File: config.mk
export PLATFORM = sky130hd
export DESIGN_NAME = sdcs_cfg_regs
export DESIGN_NICKNAME = d
export VERILOG_FILES = /design/src/rtl/sdcs_pkg.sv /design/src/rtl/sdcs_cfg_regs.sv /design/src/rtl/sdcs_lat_timer.sv
export SDC_FILE = /design/constraint.sdc
export NUM_CORES = 1
export LEC_CHECK = 0
export BUFFER_PORTS_ARGS = -buffer_cell sky130_fd_sc_hd__buf_2
export CAP_MARGIN = 20
export CORE_MARGIN = 8
export CORE_UTILIZATION = 40
export CTS_CLUSTER_DIAMETER = 60
export DETAILED_ROUTE_END_ITERATION = 8
export PLACE_DENSITY_LB_ADDON = 0.1
export SLEW_MARGIN = 15
export SYNTH_ARGS = -nofsm -noshare
export SYNTH_HDL_FRONTEND = slang
export SYNTH_SLANG_ARGS = --single-unit
File: constraint.sdc
create_clock -name clk -period 2.49 [get_ports clk]
set_input_delay 0.1245 -clock clk [delete_from_list [all_inputs] [get_ports clk]]
set_output_delay 0.1245 -clock clk [all_outputs]
set_load 0.05 [all_outputs]
File: src/rtl/sdcs_pkg.sv
// constants for the sd host configuration status, class code and latency registers
package sdcs_pkg;

  // ****************************************************************
  // configuration offsets (byte address of each dword)
  // ****************************************************************
  localparam logic [7:0] OFF_CMD_STATUS = 8'h04; // status is the upper half
  localparam logic [7:0] OFF_CLASS_REV  = 8'h08;
  localparam logic [7:0] OFF_LAT_LINE   = 8'h0c;

  // ****************************************************************
  // status field positions (within the 16-bit status half)
  // ****************************************************************
  localparam int ST_INT_PEND    = 3;
  localparam int ST_CAP_LIST    = 4;
  localparam int ST_HIGH_SPEED  = 5;
  localparam int ST_USER_FEAT   = 6;
  localparam int ST_B2B_CAP     = 7;
  localparam int ST_MDP         = 8;
  localparam int ST_DEVSEL_LSB  = 9;
  localparam int ST_ERR_LSB     = 11;
  localparam int ST_ERR_N       = 5;  // bits 15..11, all write-one-to-clear
  localparam int ST_HALF_LSB    = 16; // status sits in bits 31..16 of the dword

  // ****************************************************************
  // fixed field values
  // ****************************************************************
  localparam logic [1:0] DEVSEL_MEDIUM   = 2'h1;
  localparam logic       B2B_CAP_VAL     = 1'h0;
  localparam logic       USER_FEAT_VAL   = 1'h0;
  localparam logic       HIGH_SPEED_VAL  = 1'h0;
  localparam logic       CAP_LIST_VAL    = 1'h1;
  localparam logic [7:0] BASE_CLASS_VAL  = 8'h08;
  localparam logic [7:0] SUB_CLASS_VAL   = 8'h05;
  localparam logic [7:0] PROGRAMMING_INTERFACE_BYTE_DMA       = 8'h01;
  localparam logic [7:0] PROGRAMMING_INTERFACE_BYTE_NO_DMA    = 8'h00;
  localparam logic [7:0] SILICON_REV_VAL = 8'h5a; // arbitrary value

  // ****************************************************************
  // reset values and widths
  // ****************************************************************
  localparam logic [15:0] LAT_LINE_RESET = 16'h0000;
  localparam logic [7:0]  LAT_CNT_RESET  = 8'h00;
  localparam logic [4:0]  ERR_RESET      = 5'h00;
  localparam int          INT_SRC_N      = 4;

endpackage

File: src/rtl/sdcs_cfg_regs.sv
// status, class code / revision and latency / line size configuration registers
//
// Function
// - devsel timing reads medium, target uses medium
// - parity flag needs perr, mastership, response enable
// - back-to-back capable bit reads zero
// - user feature bit hardwired zero
// - high speed capable bit reads zero
// - capability list bit always reads one
// - intx active: pending set, disable clear
// - disable masks output only, pending keeps tracking
// - pending set only by enabled conditions
// - low reserved status bits read zero
// - base class byte reads system peripheral
// - subclass byte reads sd host value
// - programming interface follows dma enable bit
// - low byte gives fixed silicon revision
// - latency and line size writable, reset zero
// - class code register entirely read-only
// - write one clears status flag, zero keeps
// - latency counter ends burst after grant loss
`timescale 1ns/1ps
module sdcs_cfg_regs (
  // clock and reset
  input  wire logic                           clk,
  input  wire logic                           rst,
  // configuration access port
  input  wire logic                           cfg_req,
  input  wire logic                           cfg_we,
  input  wire logic [7:0]                     cfg_addr,
  input  wire logic [3:0]                     cfg_be,
  input  wire logic [31:0]                    cfg_wdata,
  output logic                                cfg_ack,
  output logic [31:0]                         cfg_rdata,
  // command and general control bits held elsewhere
  input  wire logic                           cmd_int_disable,
  input  wire logic                           parity_error_response_enable,
  input  wire logic                           dma_enable,
  // pci pins sampled from outside this clock
  input  wire logic                           perr_n_pin,
  input  wire logic                           gnt_n_pin,
  // initiator engine
  input  wire logic                           master_data_phase,
  input  wire logic                           frame_start,
  input  wire logic                           xfer_active,
  input  wire logic                           pclk_tick,
  output logic                                lat_expired,
  output logic                                lat_end_request,
  // error events, one-cycle pulses, bit order 15..11
  input  wire logic [sdcs_pkg::ST_ERR_N-1:0]  err_event,
  // function interrupt sources
  input  wire logic [sdcs_pkg::INT_SRC_N-1:0] int_cond,
  input  wire logic [sdcs_pkg::INT_SRC_N-1:0] int_signal_en,
  // intx open-drain pin
  output logic                                intx_o,
  output logic                                intx_oe,
  // values for the target engine and the bus master
  output logic [1:0]                          devsel_timing,
  output logic [7:0]                          latency_value,
  output logic [7:0]                          system_line_size
);

  // ****************************************************************
  // declarations
  // ****************************************************************

  // pin synchronisers
  logic        perr_n_s1_q;
  logic        perr_n_s2_q;
  logic        gnt_n_s1_q;
  logic        gnt_n_s2_q;

  // master phase delayed to line up with the synchronised perr
  logic [1:0]  mdp_dly_q;
  logic [1:0]  mdp_dly_d;

  // status state
  logic [sdcs_pkg::ST_ERR_N-1:0] err_q;
  logic [sdcs_pkg::ST_ERR_N-1:0] err_d;
  logic        mdp_flag_q;
  logic        mdp_flag_d;
  logic        int_pend_q;
  logic        int_pend_d;

  // latency / line size register
  logic [15:0] lat_line_q;
  logic [15:0] lat_line_d;

  // access decode
  logic        wr_status;
  logic        wr_lat;
  logic [15:0] status_clr;
  logic [15:0] status_word;
  logic [31:0] class_word;
  logic [7:0]  programming_interface_byte_byte;
  logic        mdp_set;

  // read answer
  logic [31:0] rdata_q;
  logic [31:0] rdata_d;
  logic        ack_q;
  logic        ack_d;

  // ****************************************************************
  // pin synchronisers
  // ****************************************************************

  // two flops before anything looks at a pin from the pci clock;
  // both reset to the idle high level so no false error follows reset
  always_ff @(posedge clk) begin
    if (rst) begin
      perr_n_s1_q <= 1'b1;
      perr_n_s2_q <= 1'b1;
    end else begin
      perr_n_s1_q <= perr_n_pin;
      perr_n_s2_q <= perr_n_s1_q;
    end
  end

  // grant reads as removed just after reset; harmless, the timer is idle
  always_ff @(posedge clk) begin
    if (rst) begin
      gnt_n_s1_q <= 1'b1;
      gnt_n_s2_q <= 1'b1;
    end else begin
      gnt_n_s1_q <= gnt_n_pin;
      gnt_n_s2_q <= gnt_n_s1_q;
    end
  end

  // ****************************************************************
  // access decode
  // ****************************************************************

  // status lives in the upper half of the command/status dword
  assign wr_status = cfg_req && cfg_we && (cfg_addr == sdcs_pkg::OFF_CMD_STATUS);
  assign wr_lat    = cfg_req && cfg_we && (cfg_addr == sdcs_pkg::OFF_LAT_LINE);

  // per-byte write-one-to-clear mask over the status half;
  // a zero bit or a disabled lane leaves its flag alone
  always_comb begin
    status_clr = 16'h0000;
    if (wr_status && cfg_be[3]) begin
      status_clr[15:8] = cfg_wdata[31:24];
    end
    if (wr_status && cfg_be[2]) begin
      status_clr[7:0] = cfg_wdata[23:16];
    end
  end

  // ****************************************************************
  // master data parity flag
  // ****************************************************************

  // delay mastership by the synchroniser depth so both refer to one phase
  always_comb begin
    mdp_dly_d = {mdp_dly_q[0], master_data_phase};
  end

  // cleared on reset so no stale mastership meets the first perr
  always_ff @(posedge clk) begin
    if (rst) begin
      mdp_dly_q <= 2'h0;
    end else begin
      mdp_dly_q <= mdp_dly_d;
    end
  end

  // all three conditions must hold at once
  assign mdp_set = !perr_n_s2_q && mdp_dly_q[1] && parity_error_response_enable;

  // ****************************************************************
  // status next state
  // ****************************************************************

  // set wins over a clear arriving in the same cycle
  always_comb begin
    mdp_flag_d = mdp_flag_q;
    if (status_clr[sdcs_pkg::ST_MDP]) begin
      mdp_flag_d = 1'b0;
    end
    if (mdp_set) begin
      mdp_flag_d = 1'b1;
    end
    // pending follows only the enabled sources; the disable bit plays no part
    int_pend_d = |(int_cond & int_signal_en);
  end

  // one clearable error flag per bit, same set-over-clear order
  for (genvar i = 0; i < sdcs_pkg::ST_ERR_N; i++) begin : g_err
    always_comb begin
      err_d[i] = err_q[i];
      if (status_clr[sdcs_pkg::ST_ERR_LSB + i]) begin
        err_d[i] = 1'b0;
      end
      if (err_event[i]) begin
        err_d[i] = 1'b1;
      end
    end
  end

  // ****************************************************************
  // latency / line size next state
  // ****************************************************************

  // both bytes writable with their own lane
  always_comb begin
    lat_line_d = lat_line_q;
    if (wr_lat && cfg_be[0]) begin
      lat_line_d[7:0] = cfg_wdata[7:0];
    end
    if (wr_lat && cfg_be[1]) begin
      lat_line_d[15:8] = cfg_wdata[15:8];
    end
  end

  // firmware programs both bytes after reset; zero until then
  always_ff @(posedge clk) begin
    if (rst) begin
      lat_line_q <= sdcs_pkg::LAT_LINE_RESET;
    end else begin
      lat_line_q <= lat_line_d;
    end
  end

  // ****************************************************************
  // state registers
  // ****************************************************************

  // status flags; a reset clears every error and the pending bit
  always_ff @(posedge clk) begin
    if (rst) begin
      mdp_flag_q <= 1'b0;
      int_pend_q <= 1'b0;
      err_q      <= sdcs_pkg::ERR_RESET;
    end else begin
      mdp_flag_q <= mdp_flag_d;
      int_pend_q <= int_pend_d;
      err_q      <= err_d;
    end
  end

  // ****************************************************************
  // read values
  // ****************************************************************

  // fixed bits come from constants, so a write can never reach them
  always_comb begin
    status_word = 16'h0000;
    status_word[sdcs_pkg::ST_DEVSEL_LSB +: 2] = sdcs_pkg::DEVSEL_MEDIUM;
    status_word[sdcs_pkg::ST_MDP]             = mdp_flag_q;
    status_word[sdcs_pkg::ST_B2B_CAP]         = sdcs_pkg::B2B_CAP_VAL;
    status_word[sdcs_pkg::ST_USER_FEAT]       = sdcs_pkg::USER_FEAT_VAL;
    status_word[sdcs_pkg::ST_HIGH_SPEED]      = sdcs_pkg::HIGH_SPEED_VAL;
    status_word[sdcs_pkg::ST_CAP_LIST]        = sdcs_pkg::CAP_LIST_VAL;
    status_word[sdcs_pkg::ST_INT_PEND]        = int_pend_q;
    status_word[sdcs_pkg::ST_ERR_LSB +: sdcs_pkg::ST_ERR_N] = err_q;
  end

  // interface byte tracks the dma bit with no register in between
  assign programming_interface_byte_byte = dma_enable ? sdcs_pkg::PROGRAMMING_INTERFACE_BYTE_DMA : sdcs_pkg::PROGRAMMING_INTERFACE_BYTE_NO_DMA;

  // class dword has no storage at all, only constants and the dma bit
  assign class_word = {sdcs_pkg::BASE_CLASS_VAL,
                       sdcs_pkg::SUB_CLASS_VAL,
                       programming_interface_byte_byte,
                       sdcs_pkg::SILICON_REV_VAL};

  // ****************************************************************
  // read answer
  // ****************************************************************

  // answer one cycle after the request; unmapped dwords read zero
  // writes answer too, with zero data, so the host never waits on them
  always_comb begin
    ack_d   = cfg_req;
    rdata_d = rdata_q;
    if (cfg_req) begin
      rdata_d = 32'h0000_0000;
      if (!cfg_we) begin
        unique case (cfg_addr)
          sdcs_pkg::OFF_CMD_STATUS: begin
            rdata_d[sdcs_pkg::ST_HALF_LSB +: 16] = status_word;
          end
          sdcs_pkg::OFF_CLASS_REV: begin
            rdata_d = class_word;
          end
          sdcs_pkg::OFF_LAT_LINE: begin
            rdata_d[15:0] = lat_line_q;
          end
          default: begin
            rdata_d = 32'h0000_0000;
          end
        endcase
      end
    end
  end

  // writes to the class dword and to fixed status bits decode to nothing
  always_ff @(posedge clk) begin
    if (rst) begin
      ack_q   <= 1'b0;
      rdata_q <= 32'h0000_0000;
    end else begin
      ack_q   <= ack_d;
      rdata_q <= rdata_d;
    end
  end

  assign cfg_ack   = ack_q;
  assign cfg_rdata = rdata_q;

  // ****************************************************************
  // intx pin
  // ****************************************************************

  // open drain: only ever pulls low, enable carries the assertion
  assign intx_o  = 1'b0;
  assign intx_oe = int_pend_q && !cmd_int_disable;

  // ****************************************************************
  // values for other engines
  // ****************************************************************

  // a latency of zero expires at once: bursts end whenever grant goes
  // the target engine claims cycles with this decode speed
  assign devsel_timing    = sdcs_pkg::DEVSEL_MEDIUM;
  assign latency_value    = lat_line_q[15:8];
  assign system_line_size = lat_line_q[7:0];

  // ****************************************************************
  // latency timer
  // ****************************************************************

  sdcs_lat_timer u_lat_timer (
    .clk             (clk),
    .rst             (rst),
    .frame_start     (frame_start),
    .xfer_active     (xfer_active),
    .pclk_tick       (pclk_tick),
    .gnt_n_sync      (gnt_n_s2_q),
    .latency_value   (latency_value),
    .lat_expired     (lat_expired),
    .lat_end_request (lat_end_request)
  );

endmodule

File: src/rtl/sdcs_lat_timer.sv
// master latency timer: counts pci clocks from frame and requests the end of a burst
`timescale 1ns/1ps
module sdcs_lat_timer (
  // clock and reset
  input  wire logic       clk,
  input  wire logic       rst,
  // initiator activity
  input  wire logic       frame_start,
  input  wire logic       xfer_active,
  input  wire logic       pclk_tick,
  input  wire logic       gnt_n_sync,
  // programmed limit
  input  wire logic [7:0] latency_value,
  // results
  output logic            lat_expired,
  output logic            lat_end_request
);

  logic [7:0] cnt_q;
  logic [7:0] cnt_d;
  logic       run_q;
  logic       run_d;

  // ****************************************************************
  // counter
  // ****************************************************************

  // restart at zero on our own frame, count pci clocks, saturate
  always_comb begin
    cnt_d = cnt_q;
    run_d = run_q;
    if (frame_start) begin
      cnt_d = sdcs_pkg::LAT_CNT_RESET;
      run_d = 1'b1;
    end else if (!xfer_active) begin
      run_d = 1'b0;
    end else if (run_q && pclk_tick && (cnt_q != 8'hff)) begin
      cnt_d = cnt_q + 8'h01;
    end
  end

  always_ff @(posedge clk) begin
    if (rst) begin
      cnt_q <= sdcs_pkg::LAT_CNT_RESET;
      run_q <= 1'b0;
    end else begin
      cnt_q <= cnt_d;
      run_q <= run_d;
    end
  end

  // expiry only ends the burst once the arbiter has taken the grant away
  assign lat_expired     = run_q && (cnt_q >= latency_value);
  assign lat_end_request = lat_expired && gnt_n_sync && xfer_active;

endmodule

==> results.md, run 1 <==
- Top-Level Pins: between 100 and 150
- Static Leakage: 1.59 nW
- GR Util All Layers: around 15%
- Fillers: 667
- Row cnt: 30
- Commonest cells after routing, fill and taps aside: buf_2 (105), dfxtp_1 (64), a21oi_1 (28), o21ai_0 (25)
- Seq/Total Area, Yosys: 46.2%
- Slew @ Worst Pin: 0.801 ns
- Critical-path top delay cell: dfxtp_1
- DRT Pass-1 Iters: 4
- Hold Path Class: primary input to flip-flop
- Warnings from Yosys: 0
- Syn Area/Cell: 9.04 µm²
- Starting density of the core: 41.1%
- Largest net degree at the start of global routing: 24
- 1st-iter DRT viols: 81
- Placed Cells: 472
- Non-Filler Instances: 492
- WHS: 0.0152 ns
- Routed WL: 7490 µm
- Register clock-pin slew on the reported worst setup and hold paths: 0.07 ns
- CTS tree: done
- Commonest non-fill, non-tap cell in the layout: buf_2
- Combinational power share: about 8%
- Int Power: 1.62 mW
- Vias in the first global route: 2456
- DIE WIDTH: 99.3 µm
- Power Dens Cells: 604 mW/mm²
- Sequential share of power: 49.6%
- Distinct cell type count after synthesis: 46
- Max Buffers Root-to-Sink: 2
- Core region area: ~0.0068 mm²
- FMAX: ~470 MHz
- Critical Path RT: 2.37 ns
- Crit path time final: 2.13 ns
- Clock sink count: 64
- Leading area contributor after synthesis: dfxtp_1
- Final Cycle Share: 85.5%
- EDFF count, synth: 0
- Max VDD drop: 0.263 mV
- Crit path largest cell delay: 0.39 ns
- Slew headroom: 46.4%
- Wirelength per Cell: 15.2 µm
- R2R Setup Slk: 1.01 ns
- Worst-path cell chain: inv_1, ha_1, a21oi_1, o21ai_0, nand4_1, o21ai_1, buf_2
- CP Launch Type: flip-flop
- Async SR Flop Fraction: 0%
- Clk_skew: 0.00463 ns
- First-pass GRT wire length: 12000 µm
- Post-CTS sizing: 0
- Dpl hpwl: 5700 µm
- Syn Inst Count: 307
- CTS Buf Count: 9
- Clock latency on the worst-skew pair: 0.33 ns
- Inserted Diodes: 0
- Crit Path Max Fanout: 4
- Clock share of power: between 40% and 50%
- Final TNS setup: 0 ns
- Status: finished clean
- Total global routing overflow: 0
- Multi-input logic area: 0.00127 mm²
- H-Tree Depth: 3
- DR vias: 2487
- Worst path arrival time: 2.00 ns
- Antenna violations before repair: 0
- Ys flop type: dfxtp_1
- Height of the chip: 99.3 µm
- Post-detailed-route count of antenna-violating nets: 0
- Area delta synth->final: 25.6%
- Layout cells sized above 1: approximately 33%
- Nets: 486
- Port Buffers: 105
- Crit Path Class: flip-flop to primary output
- Storage element area: 0.00128 mm²
- Global placer's final weighted congestion: 0.798
- Root buf cell: clkbuf_8
- Setup violators final: 0
- Synth area leaders: dfxtp_1 (46%), a21oi_1 (5.0%), o21ai_0 (4.7%)
- Fin. Hold Viols: 0
- Sw frac: 23.3%
- Mapped Area: 0.00278 mm²
- Vias/cell: 5.05
- Yosys top cell area share: 46.2%
- Number of synthesized register bits: 64
- P_sw: 0.490 mW
- # DRC: 0
- Die footprint: 0.00986 mm²
- Critical Path Sink Type: primary output
- RSZ-0062 raised after global routing: false
- Slew Viols, Final: 0
- Max-cap violation count: 0
## registers in the layout (all words and copies together), names as in the netlist, 2 cells and up
signal,count
mdp_dly_q,2
err_q,5
cfg_rdata,25
lat_line_q,16
u_lat_timer.cnt_q,8
## repair_timing
| item | 4_1_cts | 5_1_grt |
|---|---|---|
| buffers inserted | 0 | 0 |
| endpoints found under the hold margin | 4 | 0 |
| hold buffers | 4 | 0 |
## cell usage after synthesis, types with 3 or more instances
cell and count:
o21ai_0 26, a22o_1 8, and3_1 4, a22o_2 5, ha_1 9, a21oi_1 28
nor2_1 21, nand3_1 21, o211ai_1 3, dfxtp_1 64, or2_2 5, nor2b_1 11
xor2_1 3, clkbuf_1 9, inv_1 12, a311oi_1 6, buf_4 12, nand4_1 4
a22oi_1 5, buf_6 4, nand2_1 14
## path summary, 6_finish.rpt
| kind | from | end | cells past startpoint |
|---|---|---|---|
| setup reg to reg | u_lat_timer.cnt_q[1]$_SDFFE_PP0P_ | u_lat_timer.cnt_q[1]$_SDFFE_PP0P_ | 5 |
| setup / recovery | lat_line_q[13]$_SDFFE_PP0P_ | lat_end_request | 7 |
| hold reg to reg | gnt_n_s1_q$_SDFF_PP1_ | gnt_n_s2_q$_SDFF_PP1_ | 1 |
| hold / removal | frame_start | u_lat_timer.run_q$_SDFFE_PP0P_ | 3 |
## stage by stage
step	cell area (µm²)	worst slack (ns)	power (mW)	util (%)
after floorplan	2800	0.0107	1.17	-
after global placement	3240	0.779	1.23	47.9
after detailed placement	3250	0.759	1.23	48.0
after CTS	3480	0.377	2.13	51.6
after global routing	3480	0.243	2.19	51.6
final	3480	0.362	2.11	51.6
## power by group through the flow
stage               Sequential [mW]  Combinational, mW  Clock (mW)
floorplan                      1.07              0.105           0
finish                         1.04              0.168       0.893
detailed placement             1.07              0.164           0
CTS                            1.04              0.169       0.915
global placement               1.07              0.161           0
global route                   1.05              0.184       0.958
## kinds of logic (layout without fill, tap and decap cells)
family / after synthesis / in the layout / synth area share (%)
buf+inv: 41 / 140 / 8.70
compound gates: 86 / 86 / 19.6
other cells: 2 / 8 / 0.271
flops: 64 / 64 / 46.2
fa+ha+maj: 9 / 9 / 4.06
mux: 2 / 2 / 0.721
xor+xnor: 4 / 4 / 1.26
simple gates: 99 / 99 / 19.3
## final cells by class
type                       instances  area share, %
sequential                        64           36.8
inverter                          13           1.40
clock buffer                      13           4.56
tap                               80           2.87
multi-input combinational        208           36.6
clock inverter                     3           1.15
timing repair buffer             111           16.7
## routing by layer
layer	up-vias	track usage, %	wire length, µm
met1	1114	18.7	3440
met3	7	6.01	723
met5	-	0	0
met4	0	6.29	82
li1	1267	-	-
met2	99	22.4	3250
## worst max-delay path: cells and delay by family, from the launching register on
kind,cells,cell delay (ns)
AO/OA/AOI/OAI,3,0.49
flip-flops,1,0.39
buffers and inverters,2,0.36
adder cells (fa/ha/maj),1,0.30
AND/OR/NAND/NOR,1,0.14
No activity file was read; power rests on OpenSTA's default activity.
==> run 2: changes to the inputs <==
- HOLD_SLACK_MARGIN: default -> 0.15
==> run 2 against run 1 <==
Combinational power increased by 27%. Clock-buffer cell count did not move. Via count is 9.3% higher. Maximum frequency fell by 6.6%. Total power grew 2.3%.
==> results.md, run 2 (same netlist as run 1, synthesis figures left out) <==
- Number of setup buffers added after CTS: 0
- Fin. Hold Viols: 0
- Min setup slack post-route: 0.210 ns
- Power Dens Cells: 540 mW/mm²
- CTS Buf Count: 9
- Crit path time final: 2.28 ns
- Register clock-pin slew on the reported worst setup and hold paths: 0.07 ns
- Number of stages on the worst hold path: 2
- Hold path endpoint: cfg_rdata[18]$_SDFFE_PP0P_
- H-Tree Depth: 3
- Wirelength per Cell: approximately 15 µm
- M2 GR Usage: 26.7%
- R2R Setup Slk: 1.02 ns
- DR vias: 2718
- Worst path arrival time: 2.54 ns
- Layout cells sized above 1: around 29%
- CP Launch Type: primary input
- Clock sink count: 64
- Pwr Total: 2.15 mW
- Height of the chip: 99.3 µm
- Total global routing overflow: 0
- Number of flip-flops in the largest register: 25
- Critical Path Sink Type: flip-flop
- CTS tree: done
- Setup violators final: 0
- Final TNS setup: 0 ns
- Slew @ Worst Pin: roughly 0.75 ns
- Die footprint: ~0.0099 mm²
- Non-Filler Instances: 542
- Max-cap violation count: 0
- Final Cycle Share: around nine tenths
- 1st-iter DRT viols: 65
- Critical Path RT: between 2 and 3 ns
- RSZ-0062 raised after global routing: false
- Routed WL: 8110 µm
- GRT Max-Usage Layer: met2
- Port Buffers: about 110
- Met3 GRT Util: 5.45%
- Global placer's final weighted congestion: 0.798
- Vias/cell: 5.01
- GR Util All Layers: 16.4%
- Slew Viols, Final: 0
- # DRC: 0
- DRT Pass-1 Iters: 4
- Largest net degree at the start of global routing: 24
- Vias in the first global route: 2731
- Placed Cells: 472
- Row cnt: 30
- Met1 usage: 19.6%
- Commonest cells after routing, fill and taps aside: buf_2 (105), dfxtp_1 (64), dlygate4sd3_1 (54), a21oi_1 (28), o21ai_0 (25)
- Reg2reg path depth: 5
- Clock latency on the worst-skew pair: between 0.3 and 0.4 ns
- Area delta synth->final: 43.6%
- Inserted Diodes: 0
- Crit Path Max Fanout: 16
- Nets: between 500 and 600
- Slew headroom: 50.0%
- Top-Level Pins: 125
- First-pass GRT wire length: approximately 13000 µm
- Status: finished clean
- Pre-CTS setup slack: 0.759 ns
- Clk_skew: between 0.007 and 0.008 ns
- Starting density of the core: 41.1%
- Crit Path Class: primary input to flip-flop
- Reg-to-Reg Start: u_lat_timer.cnt_q[1]$_SDFFE_PP0P_
- Hold_sp: rst
- Post-detailed-route count of antenna-violating nets: 0
- Max Buffers Root-to-Sink: 2
- FMAX: 439 MHz
- DIE WIDTH: 99.3 µm
- Dpl hpwl: between 5000 and 6000 µm
- Root buf cell: clkbuf_8
- Static Leakage: 1.76 nW
- Max VDD drop: about 0.26 mV
- Hold Path Class: primary input to flip-flop
- Core region area: roughly 0.0068 mm²
- Antenna violations before repair: 0
- RR Endpoint: u_lat_timer.cnt_q[1]$_SDFFE_PP0P_
- Commonest non-fill, non-tap cell in the layout: buf_2
- WHS: 0.206 ns
## run 2: changes by cell type in the layout (fill, tap and decap cells not counted), sizes merged
| cell | previous run | this run |
|---|---|---|
| dlygate4sd3 | 4 | 54 |
## run 2: per-layer routing
metal / share of wire, % / vias up / wire length, µm
met5: 0 / - / 0
met4: 0.78 / 0 / 63
met1: 44 / 1238 / 3590
met2: 46 / 108 / 3750
met3: 8.7 / 6 / 706
li1: - / 1366 / -
## run 2: critical path: stages
cell and delay [ns]:
dlygate4sd3_1 0.52, buf_2 0.13, and2_1 0.28, and4_1 0.62, nand3_1 0.14, dlygate4sd3_1 0.58
a21oi_1 0.14
## run 2: stage by stage
stage                     util, %  cell area (µm²)
after floorplan                 -             2800
after global placement       47.9             3240
after detailed placement     48.0             3250
after CTS                    59.0             3990
after global routing         59.0             3990
final                        59.0             3990
## run 2: repair_timing
item | in CTS | in global routing
hold buffers | 54 | 0
gates resized for setup | 0 | 0
endpoints found under the hold margin | 29 | 0
## run 2: area by class of cell
cell class | instances | area (µm²)
Clock inverter | 3 | 40.0
Tap cell | 80 | 100
Clock buffer | 13 | 159
Multi-Input combinational cell | 208 | 1270
Fill cell | 635 | 2770
Sequential cell | 64 | 1280
Timing Repair Buffer | 161 | 1080
Inverter | 13 | 48.8
## run 2: how the worst max path moves through the flow
stage / startpoint / to / slack [ns] / depth (start not counted)
floorplan: lat_line_q[15]$_SDFFE_PP0P_ / lat_expired / 0.01 / 6
finish: cfg_addr[3] / lat_line_q[1]$_SDFFE_PP0P_ / 0.21 / 7
detailed placement: lat_line_q[13]$_SDFFE_PP0P_ / lat_end_request / 0.76 / 7
CTS: cfg_addr[3] / lat_line_q[5]$_SDFFE_PP0P_ / 0.26 / 7
global route: cfg_addr[3] / lat_line_q[2]$_SDFFE_PP0P_ / 0.04 / 7
global placement: rst / cfg_rdata[28]$_SDFFE_PP0P_ / 0.78 / 3
## run 2: power by group
part	internal, mW	switching (mW)
sequential	1.04	0.00637
combinational	0.0997	0.114
clock	0.515	0.381
total	1.65	0.502
